[config.mk]
export PLATFORM = sky130hd
export DESIGN_NAME = udpm_top
export DESIGN_NICKNAME = d
export VERILOG_FILES = /design/src/logic/udpm_pkg.sv /design/src/logic/udpm_if.sv /design/src/logic/udpm_irq.sv /design/src/logic/udpm_decode.sv /design/src/logic/udpm_top.sv
export SDC_FILE = /design/constraint.sdc
export NUM_CORES = 1
export LEC_CHECK = 0
export BUFFER_PORTS_ARGS = -buffer_cell sky130_fd_sc_hd__buf_4
export CAP_MARGIN = 5
export CORE_MARGIN = 3
export CORE_UTILIZATION = 44
export CTS_CLUSTER_DIAMETER = 150
export DETAILED_ROUTE_END_ITERATION = 8
export GPL_ROUTABILITY_DRIVEN = 0
export PLACE_DENSITY = 0.84
export SETUP_SLACK_MARGIN = 0.02
export SLEW_MARGIN = 20
export SYNTH_ARGS = -nofsm -noshare
export SYNTH_HDL_FRONTEND = slang
export SYNTH_SLANG_ARGS = --single-unit
[constraint.sdc]
create_clock -name sys_clk -period 2.3 [get_ports sys_clk]
set_clock_uncertainty 0.1 [all_clocks]
set_input_delay 0.345 -clock sys_clk [delete_from_list [all_inputs] [get_ports sys_clk]]
set_output_delay 0.345 -clock sys_clk [all_outputs]
set_load 0.01 [all_outputs]
[src/logic/udpm_pkg.sv]
package udpm_pkg;
  // ----------------------------------------------------------------
  // register map
  // ----------------------------------------------------------------
  localparam logic [11:0] CTRL_OFS = 12'h000;
  localparam logic [11:0] IER_OFS = 12'h004;
  localparam logic [11:0] STATUS_OFS = 12'h008;

  // ----------------------------------------------------------------
  // control register fields and reset values
  // ----------------------------------------------------------------
  localparam int MCR_OP1_BIT = 2;
  localparam int MCR_OP2_BIT = 3;
  localparam int MCR_WOR_BIT = 5;
  localparam int ROUTE_LSB = 8;
  localparam logic [7:0] MCR_RST = 8'h00;
  localparam logic [1:0] ROUTE_RST = 2'h0;
  localparam logic [3:0] IER_RST = 4'h0;

  // ----------------------------------------------------------------
  // interrupt condition bits and irq routing
  // ----------------------------------------------------------------
  localparam int COND_RX_ERR = 0;
  localparam int COND_RX_DATA = 1;
  localparam int COND_TX_EMPTY = 2;
  localparam int COND_MODEM = 3;
  localparam logic [1:0] ROUTE_A = 2'h0;
  localparam logic [1:0] ROUTE_B = 2'h1;
  localparam logic [1:0] ROUTE_C = 2'h2;

  // ----------------------------------------------------------------
  // status register fields
  // ----------------------------------------------------------------
  localparam int ST_MODE_BIT = 4;
  localparam int ST_IRQ_BIT = 5;
  localparam int ST_RECEIVE_READY_N_BIT = 6;
  localparam int ST_TRANSMIT_READY_N_BIT = 7;
  localparam int ST_COM_BIT = 8;
endpackage

[src/logic/udpm_if.sv]
`timescale 1ns/1ps
// carrier between the top and its two helpers
interface udpm_if;
  logic isa_host_mode;
  logic [7:0] modem_control_reg;
  logic [3:0] interrupt_enable_reg;
  logic [3:0] cond;
  logic irq_req;
  logic [9:3] addr;
  logic aen_n;
  logic [2:0] sel;
  logic com_hit;
  logic lpt1_hit;
  logic lpt2_hit;

  modport top (output isa_host_mode, modem_control_reg, interrupt_enable_reg, cond, addr,
    aen_n, sel, input irq_req, com_hit, lpt1_hit, lpt2_hit);
  modport irq (input isa_host_mode, modem_control_reg, interrupt_enable_reg, cond,
    output irq_req);
  modport dec (input isa_host_mode, addr, aen_n, sel, output com_hit, lpt1_hit, lpt2_hit);
endinterface

[src/logic/udpm_irq.sv]
`timescale 1ns/1ps
module udpm_irq (
  // clock and reset
  input wire logic sys_clk,
  input wire logic rst,
  input wire logic ce,
  // carrier
  udpm_if.irq bus
);
  logic irq_req;
  logic next_irq_req;

  // ----------------------------------------------------------------
  // qualified interrupt request
  // ----------------------------------------------------------------
  // any enabled condition; host mode also needs the control gate bit
  always_comb begin
    next_irq_req = |(bus.interrupt_enable_reg & bus.cond);
    if (bus.isa_host_mode) begin
      next_irq_req = next_irq_req & bus.modem_control_reg[udpm_pkg::MCR_OP2_BIT];
    end
  end

  always_ff @(posedge sys_clk) begin
    if (rst) begin
      irq_req <= 1'b0;
    end else if (ce) begin
      irq_req <= next_irq_req;
    end
  end

  assign bus.irq_req = irq_req;
endmodule // udpm_irq

[src/logic/udpm_decode.sv]
`timescale 1ns/1ps
module udpm_decode #(
  parameter logic [9:3] COM0_BASE = 7'h7f,
  parameter logic [9:3] COM1_BASE = 7'h5f,
  parameter logic [9:3] COM2_BASE = 7'h7d,
  parameter logic [9:3] COM3_BASE = 7'h5d,
  parameter logic [9:3] LPT1_BASE = 7'h6f,
  parameter logic [9:3] LPT2_BASE = 7'h4f
) (
  // clock and reset
  input wire logic sys_clk,
  input wire logic rst,
  input wire logic ce,
  // carrier
  udpm_if.dec bus
);
  logic com_hit;
  logic lpt1_hit;
  logic lpt2_hit;
  logic next_com_hit;
  logic next_lpt1_hit;
  logic next_lpt2_hit;
  logic [9:3] com_base;

  // ----------------------------------------------------------------
  // address compare
  // ----------------------------------------------------------------
  // selects pick the com base; decoding is only live in host mode
  always_comb begin
    case (bus.sel[1:0])
      2'h0: com_base = COM0_BASE;
      2'h1: com_base = COM1_BASE;
      2'h2: com_base = COM2_BASE;
      default: com_base = COM3_BASE;
    endcase
    next_com_hit = bus.isa_host_mode & ~bus.aen_n & bus.sel[2]
      & (bus.addr == com_base);
    next_lpt1_hit = bus.isa_host_mode & ~bus.aen_n & (bus.addr == LPT1_BASE);
    next_lpt2_hit = bus.isa_host_mode & ~bus.aen_n & (bus.addr == LPT2_BASE);
  end

  always_ff @(posedge sys_clk) begin
    if (rst) begin
      com_hit <= 1'b0;
      lpt1_hit <= 1'b0;
      lpt2_hit <= 1'b0;
    end else if (ce) begin
      com_hit <= next_com_hit;
      lpt1_hit <= next_lpt1_hit;
      lpt2_hit <= next_lpt2_hit;
    end
  end

  assign bus.com_hit = com_hit;
  assign bus.lpt1_hit = lpt1_hit;
  assign bus.lpt2_hit = lpt2_hit;
endmodule // udpm_decode

[src/logic/udpm_top.sv]
// Function
// - host mode: line A high only with control bit 3, enables, pending condition.
// - conditions: receive error, receive data, transmit empty, modem status change.
// - general mode: first interrupt pin driven unless control bit 5 is set, single active-high request.
// - control bit 5 makes interrupt pin open-source for wired-or sharing.
// - host mode: line B carries the request, qualified like line A.
// - general mode: receive-ready low while holding register full or fifo non-empty.
// - host mode: line C carries the request, qualified like line A.
// - general mode: transmit-ready low while any transmit location free.
// - host mode: baud clock feeds receiver internally; baud pin is printer decode one.
// - general mode: baud pin outputs the 16x baud generator clock.
// - host mode: drive-disable pin is printer decode two, active low.
// - general mode: drive-disable low during cpu read, high otherwise.
// - user output one is inverse of control bit 2.
// - reset returns every register and output to its reset state.
// - transmitter output and receiver input disabled while reset is high.
// - host mode: selects plus address 3..9 pick com port; select one ignored otherwise.
// - general mode: receiver clock taken from select-two pin.
// - general mode: select-three pin drives user output two from control bit 3.
// - mode-select low gives host mode, high gives general mode.
//
// Design decisions made here: the register offsets and the APB slave port.
`timescale 1ns/1ps
module udpm_top (
  // clock, reset, enable
  input wire logic sys_clk,
  input wire logic rst,
  input wire logic ce,
  // apb slave
  input wire logic psel,
  input wire logic penable,
  input wire logic pwrite,
  input wire logic [11:0] paddr,
  input wire logic [31:0] pwdata,
  output logic [31:0] prdata,
  output logic pready,
  output logic pslverr,
  // mode strap and isa address
  input wire logic mode_select,
  input wire logic [9:3] isa_addr,
  input wire logic aen_n,
  input wire logic cpu_read,
  // uart core status
  input wire logic rx_error,
  input wire logic rx_data_avail,
  input wire logic tx_empty,
  input wire logic modem_change,
  input wire logic rhr_full,
  input wire logic rx_fifo_nonempty,
  input wire logic tx_space_free,
  input wire logic baud16x_clk,
  // uart core control
  output logic rx_clk,
  output logic tx_enable,
  output logic rx_enable,
  output logic com_select,
  // interrupt pins with enables
  output logic irq_line_a,
  output logic irq_line_a_oe,
  output logic irq_line_b,
  output logic irq_line_b_oe,
  output logic irq_line_c,
  output logic irq_line_c_oe,
  // dual-function pins
  output logic baud_clock_out_n,
  output logic bus_drive_disable_n,
  output logic user_output_one_n,
  input wire logic port_select_one,
  input wire logic port_select_two,
  input wire logic port_select_three_in,
  output logic port_select_three_out,
  output logic port_select_three_oe
);
  udpm_if cbus ();

  logic isa_host_mode;
  logic [7:0] modem_control_reg;
  logic [1:0] irq_route;
  logic [3:0] interrupt_enable_reg;
  logic [31:0] rdata;
  logic next_isa_host_mode;
  logic [7:0] next_modem_control_reg;
  logic [1:0] next_irq_route;
  logic [3:0] next_interrupt_enable_reg;
  logic [31:0] next_rdata;
  logic setup;
  logic access;
  logic mapped;
  logic [3:0] cond;
  logic rx_ready;

  // ----------------------------------------------------------------
  // helpers
  // ----------------------------------------------------------------
  udpm_irq u_irq (
    .sys_clk(sys_clk),
    .rst(rst),
    .ce(ce),
    .bus(cbus.irq)
  );

  udpm_decode u_decode (
    .sys_clk(sys_clk),
    .rst(rst),
    .ce(ce),
    .bus(cbus.dec)
  );

  // conditions feeding the qualifier
  always_comb begin
    cond = 4'h0;
    cond[udpm_pkg::COND_RX_ERR] = rx_error;
    cond[udpm_pkg::COND_RX_DATA] = rx_data_avail;
    cond[udpm_pkg::COND_TX_EMPTY] = tx_empty;
    cond[udpm_pkg::COND_MODEM] = modem_change;
    rx_ready = rhr_full | rx_fifo_nonempty;
  end

  assign cbus.isa_host_mode = isa_host_mode;
  assign cbus.modem_control_reg = modem_control_reg;
  assign cbus.interrupt_enable_reg = interrupt_enable_reg;
  assign cbus.cond = cond;
  assign cbus.addr = isa_addr;
  assign cbus.aen_n = aen_n;
  // select one only matters in host mode; decode is gated by mode anyway
  assign cbus.sel = {port_select_three_in, port_select_two,
    port_select_one & isa_host_mode};

  // ----------------------------------------------------------------
  // apb slave and registers
  // ----------------------------------------------------------------
  // read data is captured in setup, so the access phase needs no wait
  always_comb begin
    setup = psel & ~penable;
    access = psel & penable;
    mapped = (paddr == udpm_pkg::CTRL_OFS) | (paddr == udpm_pkg::IER_OFS)
      | (paddr == udpm_pkg::STATUS_OFS);
    pready = access & ce;
    pslverr = access & ce & ~mapped;
    next_isa_host_mode = isa_host_mode;
    next_modem_control_reg = modem_control_reg;
    next_irq_route = irq_route;
    next_interrupt_enable_reg = interrupt_enable_reg;
    next_rdata = rdata;
    if (setup) begin
      next_rdata = 32'h0;
      case (paddr)
        udpm_pkg::CTRL_OFS: begin
          next_rdata[7:0] = modem_control_reg;
          next_rdata[udpm_pkg::ROUTE_LSB +: 2] = irq_route;
        end
        udpm_pkg::IER_OFS: begin
          next_rdata[3:0] = interrupt_enable_reg;
        end
        udpm_pkg::STATUS_OFS: begin
          next_rdata[3:0] = cond & interrupt_enable_reg;
          next_rdata[udpm_pkg::ST_MODE_BIT] = isa_host_mode;
          next_rdata[udpm_pkg::ST_IRQ_BIT] = cbus.irq_req;
          next_rdata[udpm_pkg::ST_RECEIVE_READY_N_BIT] = rx_ready;
          next_rdata[udpm_pkg::ST_TRANSMIT_READY_N_BIT] = tx_space_free;
          next_rdata[udpm_pkg::ST_COM_BIT] = cbus.com_hit;
        end
        default: begin
          next_rdata = 32'h0;
        end
      endcase
    end
    if (access & pwrite) begin
      case (paddr)
        udpm_pkg::CTRL_OFS: begin
          next_modem_control_reg = pwdata[7:0];
          next_irq_route = pwdata[udpm_pkg::ROUTE_LSB +: 2];
        end
        udpm_pkg::IER_OFS: begin
          next_interrupt_enable_reg = pwdata[3:0];
        end
        default: begin
          next_interrupt_enable_reg = interrupt_enable_reg;
        end
      endcase
    end
    // strap is caught while reset is held, never afterwards
    if (rst) begin
      next_isa_host_mode = ~mode_select;
    end
  end

  // register state; reset clears everything, mode strap is clocked in
  always_ff @(posedge sys_clk) begin
    if (rst) begin
      modem_control_reg <= udpm_pkg::MCR_RST;
      irq_route <= udpm_pkg::ROUTE_RST;
      interrupt_enable_reg <= udpm_pkg::IER_RST;
      rdata <= 32'h0;
      isa_host_mode <= next_isa_host_mode;
    end else if (ce) begin
      modem_control_reg <= next_modem_control_reg;
      irq_route <= next_irq_route;
      interrupt_enable_reg <= next_interrupt_enable_reg;
      rdata <= next_rdata;
      isa_host_mode <= next_isa_host_mode;
    end
  end

  assign prdata = rdata;

  // ----------------------------------------------------------------
  // pin multiplexing
  // ----------------------------------------------------------------
  logic p_irq_a, p_irq_a_oe, p_irq_b, p_irq_b_oe, p_irq_c, p_irq_c_oe;
  logic p_baud_n, p_bus_drive_disable_n_n, p_op1_n, p_s3_out, p_s3_oe, p_rx_clk, p_com, p_en;
  logic next_irq_a, next_irq_a_oe, next_irq_b, next_irq_b_oe, next_irq_c, next_irq_c_oe;
  logic next_baud_n, next_bus_drive_disable_n_n, next_op1_n, next_s3_out, next_s3_oe, next_rx_clk;
  logic next_com;
  logic irq;
  logic wired_or;

  always_comb begin
    irq = cbus.irq_req;
    wired_or = modem_control_reg[udpm_pkg::MCR_WOR_BIT];
    next_op1_n = ~modem_control_reg[udpm_pkg::MCR_OP1_BIT];
    next_com = cbus.com_hit;
    if (isa_host_mode) begin
      // host mode: request appears only on the routed line, others float
      next_irq_a = (irq_route == udpm_pkg::ROUTE_A) & irq;
      next_irq_b = (irq_route == udpm_pkg::ROUTE_B) & irq;
      next_irq_c = (irq_route == udpm_pkg::ROUTE_C) & irq;
      next_irq_a_oe = modem_control_reg[udpm_pkg::MCR_OP2_BIT] & (irq_route == udpm_pkg::ROUTE_A);
      next_irq_b_oe = modem_control_reg[udpm_pkg::MCR_OP2_BIT] & (irq_route == udpm_pkg::ROUTE_B);
      next_irq_c_oe = modem_control_reg[udpm_pkg::MCR_OP2_BIT] & (irq_route == udpm_pkg::ROUTE_C);
      next_baud_n = ~cbus.lpt1_hit;
      next_rx_clk = baud16x_clk;
      next_bus_drive_disable_n_n = ~cbus.lpt2_hit;
      next_s3_out = 1'b0;
      next_s3_oe = 1'b0;
    end else begin
      next_irq_a = irq;
      next_irq_a_oe = 1'b1;
      next_irq_b = ~rx_ready;
      next_irq_b_oe = 1'b1;
      next_irq_c = ~tx_space_free;
      next_irq_c_oe = 1'b1;
      next_baud_n = baud16x_clk;
      next_rx_clk = port_select_two;
      next_bus_drive_disable_n_n = ~cpu_read;
      next_s3_out = ~modem_control_reg[udpm_pkg::MCR_OP2_BIT];
      next_s3_oe = 1'b1;
    end
    // open-source: only the high level is driven, a resistor pulls low
    if (wired_or) begin
      next_irq_a_oe = next_irq_a_oe & next_irq_a;
    end
  end

  // pin flops; reset parks every pin inactive and stops the serial path
  always_ff @(posedge sys_clk) begin
    if (rst) begin
      p_irq_a <= 1'b0;
      p_irq_a_oe <= 1'b0;
      p_irq_b <= 1'b0;
      p_irq_b_oe <= 1'b0;
      p_irq_c <= 1'b0;
      p_irq_c_oe <= 1'b0;
      p_baud_n <= 1'b1;
      p_bus_drive_disable_n_n <= 1'b1;
      p_op1_n <= 1'b1;
      p_s3_out <= 1'b1;
      p_s3_oe <= 1'b0;
      p_rx_clk <= 1'b0;
      p_com <= 1'b0;
      p_en <= 1'b0;
    end else if (ce) begin
      p_irq_a <= next_irq_a;
      p_irq_a_oe <= next_irq_a_oe;
      p_irq_b <= next_irq_b;
      p_irq_b_oe <= next_irq_b_oe;
      p_irq_c <= next_irq_c;
      p_irq_c_oe <= next_irq_c_oe;
      p_baud_n <= next_baud_n;
      p_bus_drive_disable_n_n <= next_bus_drive_disable_n_n;
      p_op1_n <= next_op1_n;
      p_s3_out <= next_s3_out;
      p_s3_oe <= next_s3_oe;
      p_rx_clk <= next_rx_clk;
      p_com <= next_com;
      p_en <= 1'b1;
    end
  end

  assign irq_line_a = p_irq_a;
  assign irq_line_a_oe = p_irq_a_oe;
  assign irq_line_b = p_irq_b;
  assign irq_line_b_oe = p_irq_b_oe;
  assign irq_line_c = p_irq_c;
  assign irq_line_c_oe = p_irq_c_oe;
  assign baud_clock_out_n = p_baud_n;
  assign bus_drive_disable_n = p_bus_drive_disable_n_n;
  assign user_output_one_n = p_op1_n;
  assign port_select_three_out = p_s3_out;
  assign port_select_three_oe = p_s3_oe;
  assign rx_clk = p_rx_clk;
  assign com_select = p_com;
  assign tx_enable = p_en;
  assign rx_enable = p_en;
endmodule // udpm_top

==> results.tsv <==
stage	metric	value	unit
power_and_ir_drop	Combinational Power Share	13.0	%
cts	clock sink count	43	
critical_path	Critical Path Source Type	input pin	
critical_path	CP Cell Sequence	buf_4, or4_4, a2111oi_1, nor2b_1, buf_4	
drt	DR WL/cell	13.8	um
cts	CTS max path bufs	2	
global_route	GR Util All Layers	18.3	%
power_and_ir_drop	Worst VDD drop	336	uV
floorplanning	io pins	120	
power_and_ir_drop	PD cells	599	nW/um2
hold_path	Hold Path End	irq_route[0]$_SDFFE_PP0P_	
synthesis	Seq cells post-synth	43	
timing	minimum clock period after layout	2.19	ns
global_route	vias in the first global route	1838	
global_route	initial antenna violation count	0	
cts	TritonCTS buffer count	5	
layout	most frequent cells in the layout	buf_4, dfxtp_1, nor2_1	
drt	DRC viols	0	
layout	commonest non-fill, non-tap cell in the layout	buf_4	
drt	final WL	5260	um
cts	clock latency at the later pin of the worst-skew pair	0.30	ns
layout	ratio of cells with drive above 1 in the final layout	31.0	%
power_and_ir_drop	sw frac	22.9	%
critical_path	CP arrival	1.75	ns
critical_path	r2r setup slk	0.92	ns
global_route	gr ovfl total	0	
synthesis	Synth top area share	38.9	%
floorplanning	Initial Utilization	47.7	%
timing	fmax	456	MHz
synthesis	main flop type after synthesis	dfxtp_1	
synthesis	synthesized area per cell	8.87	um2
global_route	largest net degree at the start of global routing	44	
floorplanning	Core ar.	4530	um2
synthesis	Seq/Total Area, Yosys	40.3	%
floorplanning	row count	24	
cts	clk root buf	clkbuf_8	
floorplanning	chip width	76.1	um
timing	final hold slack	0.180	ns
power_and_ir_drop	P_int	1310	uW
layout	Post-layout nets	386	
critical_path	Slowest-stage cell, CP	or4_4	
synthesis	synthesized area	2160	um2
place	DP Cell Count	373	
synthesis	Synth area leader	dfxtp_1	
synthesis	number of distinct library cells after synthesis	43	
timing	RSZ-0062 raised after global routing	no	
hold_path	HP Start	pwdata[8]	
layout	Filler Cell Count	403	
layout	number of flip-flops in the largest register	10	
synthesis	Post-synth EDFFs	1	
critical_path	Worst R2R End	u_decode.bus.com_hit$_SDFFE_PP0P_	
layout	Final Core Density	62.4	%
run_status	status	finished, final reports clean	
timing	final count of pins violating max slew	0	
drt	Final ANT Viol Nets	0	
timing	final-report hold violation count	0	
power_and_ir_drop	Net Switching	388	uW
critical_path	CP max FO	6	
power_and_ir_drop	Static Leak	0.00118	uW
floorplanning	die area	5790	um2
critical_path	Crit path largest cell delay	0.62	ns
critical_path	Worst R2R Start	cbus.isa_host_mode$_DFFE_PP_	
global_route	first-pass GRT wire length	8690	um
cts	CTS tree	done	
timing	Tcrit/Tclk final	95.3	%
power_and_ir_drop	part of the power in registers	45.7	%
drt	DR vias	1936	
place	PortBufs	75	
cts	clk slew on worst S/H paths	0.08	ns
synthesis	Async SR Flop Fraction	0	%
power_and_ir_drop	clock power share	41.3	%
hold_path	hold path cells	3	
critical_path	Crit path required time	1.86	ns
critical_path	R2R depth	4	
critical_path	Crit Path Category	input pin to output port	
critical_path	Critical Path End Type	output port	
drt	vias per cell	5.08	
synthesis	Ys Warns	0	
drt	drt first-iter violations	120	
floorplanning	DIE HEIGHT	76.1	um
cts	htree depth	2	
layout	area added between synthesis and finish	30.8	%
synthesis	Syn Inst Count	244	
hold_path	min-delay worst type	input pin to register	
critical_path	Buf/Inv on CP	2	
synthesis	Area contributors post-synth	dfxtp_1, buf_4, mux2i_1, nor2_1, a21oi_1	
timing	final-report setup violation count	0	
critical_path	CP top delay family	simple AND/OR/NAND/NOR gates	
timing	total negative slack	0	ns
critical_path	Worst path most repeated cell	buf_4	
drt	DRT Pass-1 Iters	4	
layout	n_diodes	0	
place	DP HPWL	3990	um
flow_run	Max-Cap Viols	0	
layout	Layout Cells excl Fill	381	
[cells by family after synthesis]
logic type	count (synthesis)	share of synthesized area [%]
simple gates	95	25.7
buf+inv	41	12.0
compound gates	45	13.2
xor+xnor	2	0.810
mux	17	7.87
other cells	1	0.173
flops	43	40.3
[synthesized netlist by cell type (all sizes together), types with 5 or more instances]
library cell and instances:
nand2 16, and2 5, o21ai 13, clkbuf 10, a21oi 15, nor3 7, mux2i 17, dfxtp 42
nand2b 10, nor2 29, buf 27, nor4 5
[per-stage QoR]
stage | area, um2 | worst slack [ns] | power (uW)
6_report | 2830 | 0.108 | 1700
5_1_grt | 2830 | 0.0376 | 1760
4_1_cts | 2830 | 0.0461 | 1700
3_5_place_dp | 2690 | 0.0454 | 1010
3_3_place_gp | 2690 | 0.174 | 1010
2_1_floorplan | 2240 | 0.376 | 923
[how the worst max path moves through the flow]
stage             start                                endpoint  slack, ns  cells past startpoint
2_1_floorplan  paddr[9]  cbus.modem_control_reg[7]$_SDFFE_PP0P_       0.38                      6
3_3_place_gp   paddr[5]                                 pslverr       0.17                      5
3_5_place_dp   paddr[5]                                 pslverr       0.05                      5
4_1_cts        paddr[5]                                 pslverr       0.05                      5
5_1_grt        paddr[5]                                 pslverr       0.04                      5
6_report       paddr[5]                                 pslverr       0.11                      5
[power by group through the flow]
stage | Combinational (uW) | Sequential (uW) | Clock (uW)
floorplan | 123 | 800 | 0
global placement | 216 | 792 | 0
detailed placement | 221 | 792 | 0
CTS | 221 | 775 | 707
global route | 242 | 778 | 744
finish | 221 | 775 | 700
[layout make-up]
type / count / area (um2) / area share (%)
clock buffers: 5 / 68.8 / 2.43
clock inverters: 3 / 67.6 / 2.39
well taps: 65 / 81.3 / 2.87
repair buffers: 80 / 613 / 21.7
multi-input cells: 181 / 1110 / 39.3
inverters: 4 / 15.0 / 0.531
flip-flops and latches: 43 / 871 / 30.8
[tightest hold or removal path, cell delays in order]
cell and delay [ns]:
buf_4 0.08, mux2i_1 0.05, nor2_1 0.07
[per-layer routing]
metal  wire, um  track usage (%)
met5          0                0
met4         78             8.88
met3        381             4.26
met2       2610             30.9
met1       2190             22.0
[what timing repair did]
action | 4_1_cts | 5_1_grt
hold buffers | 0 | 0
endpoints found under the setup margin | 0 | 1
setup buffers | 0 | 0
resized for setup | 0 | 1
Power figures use the tool's default switching activity.
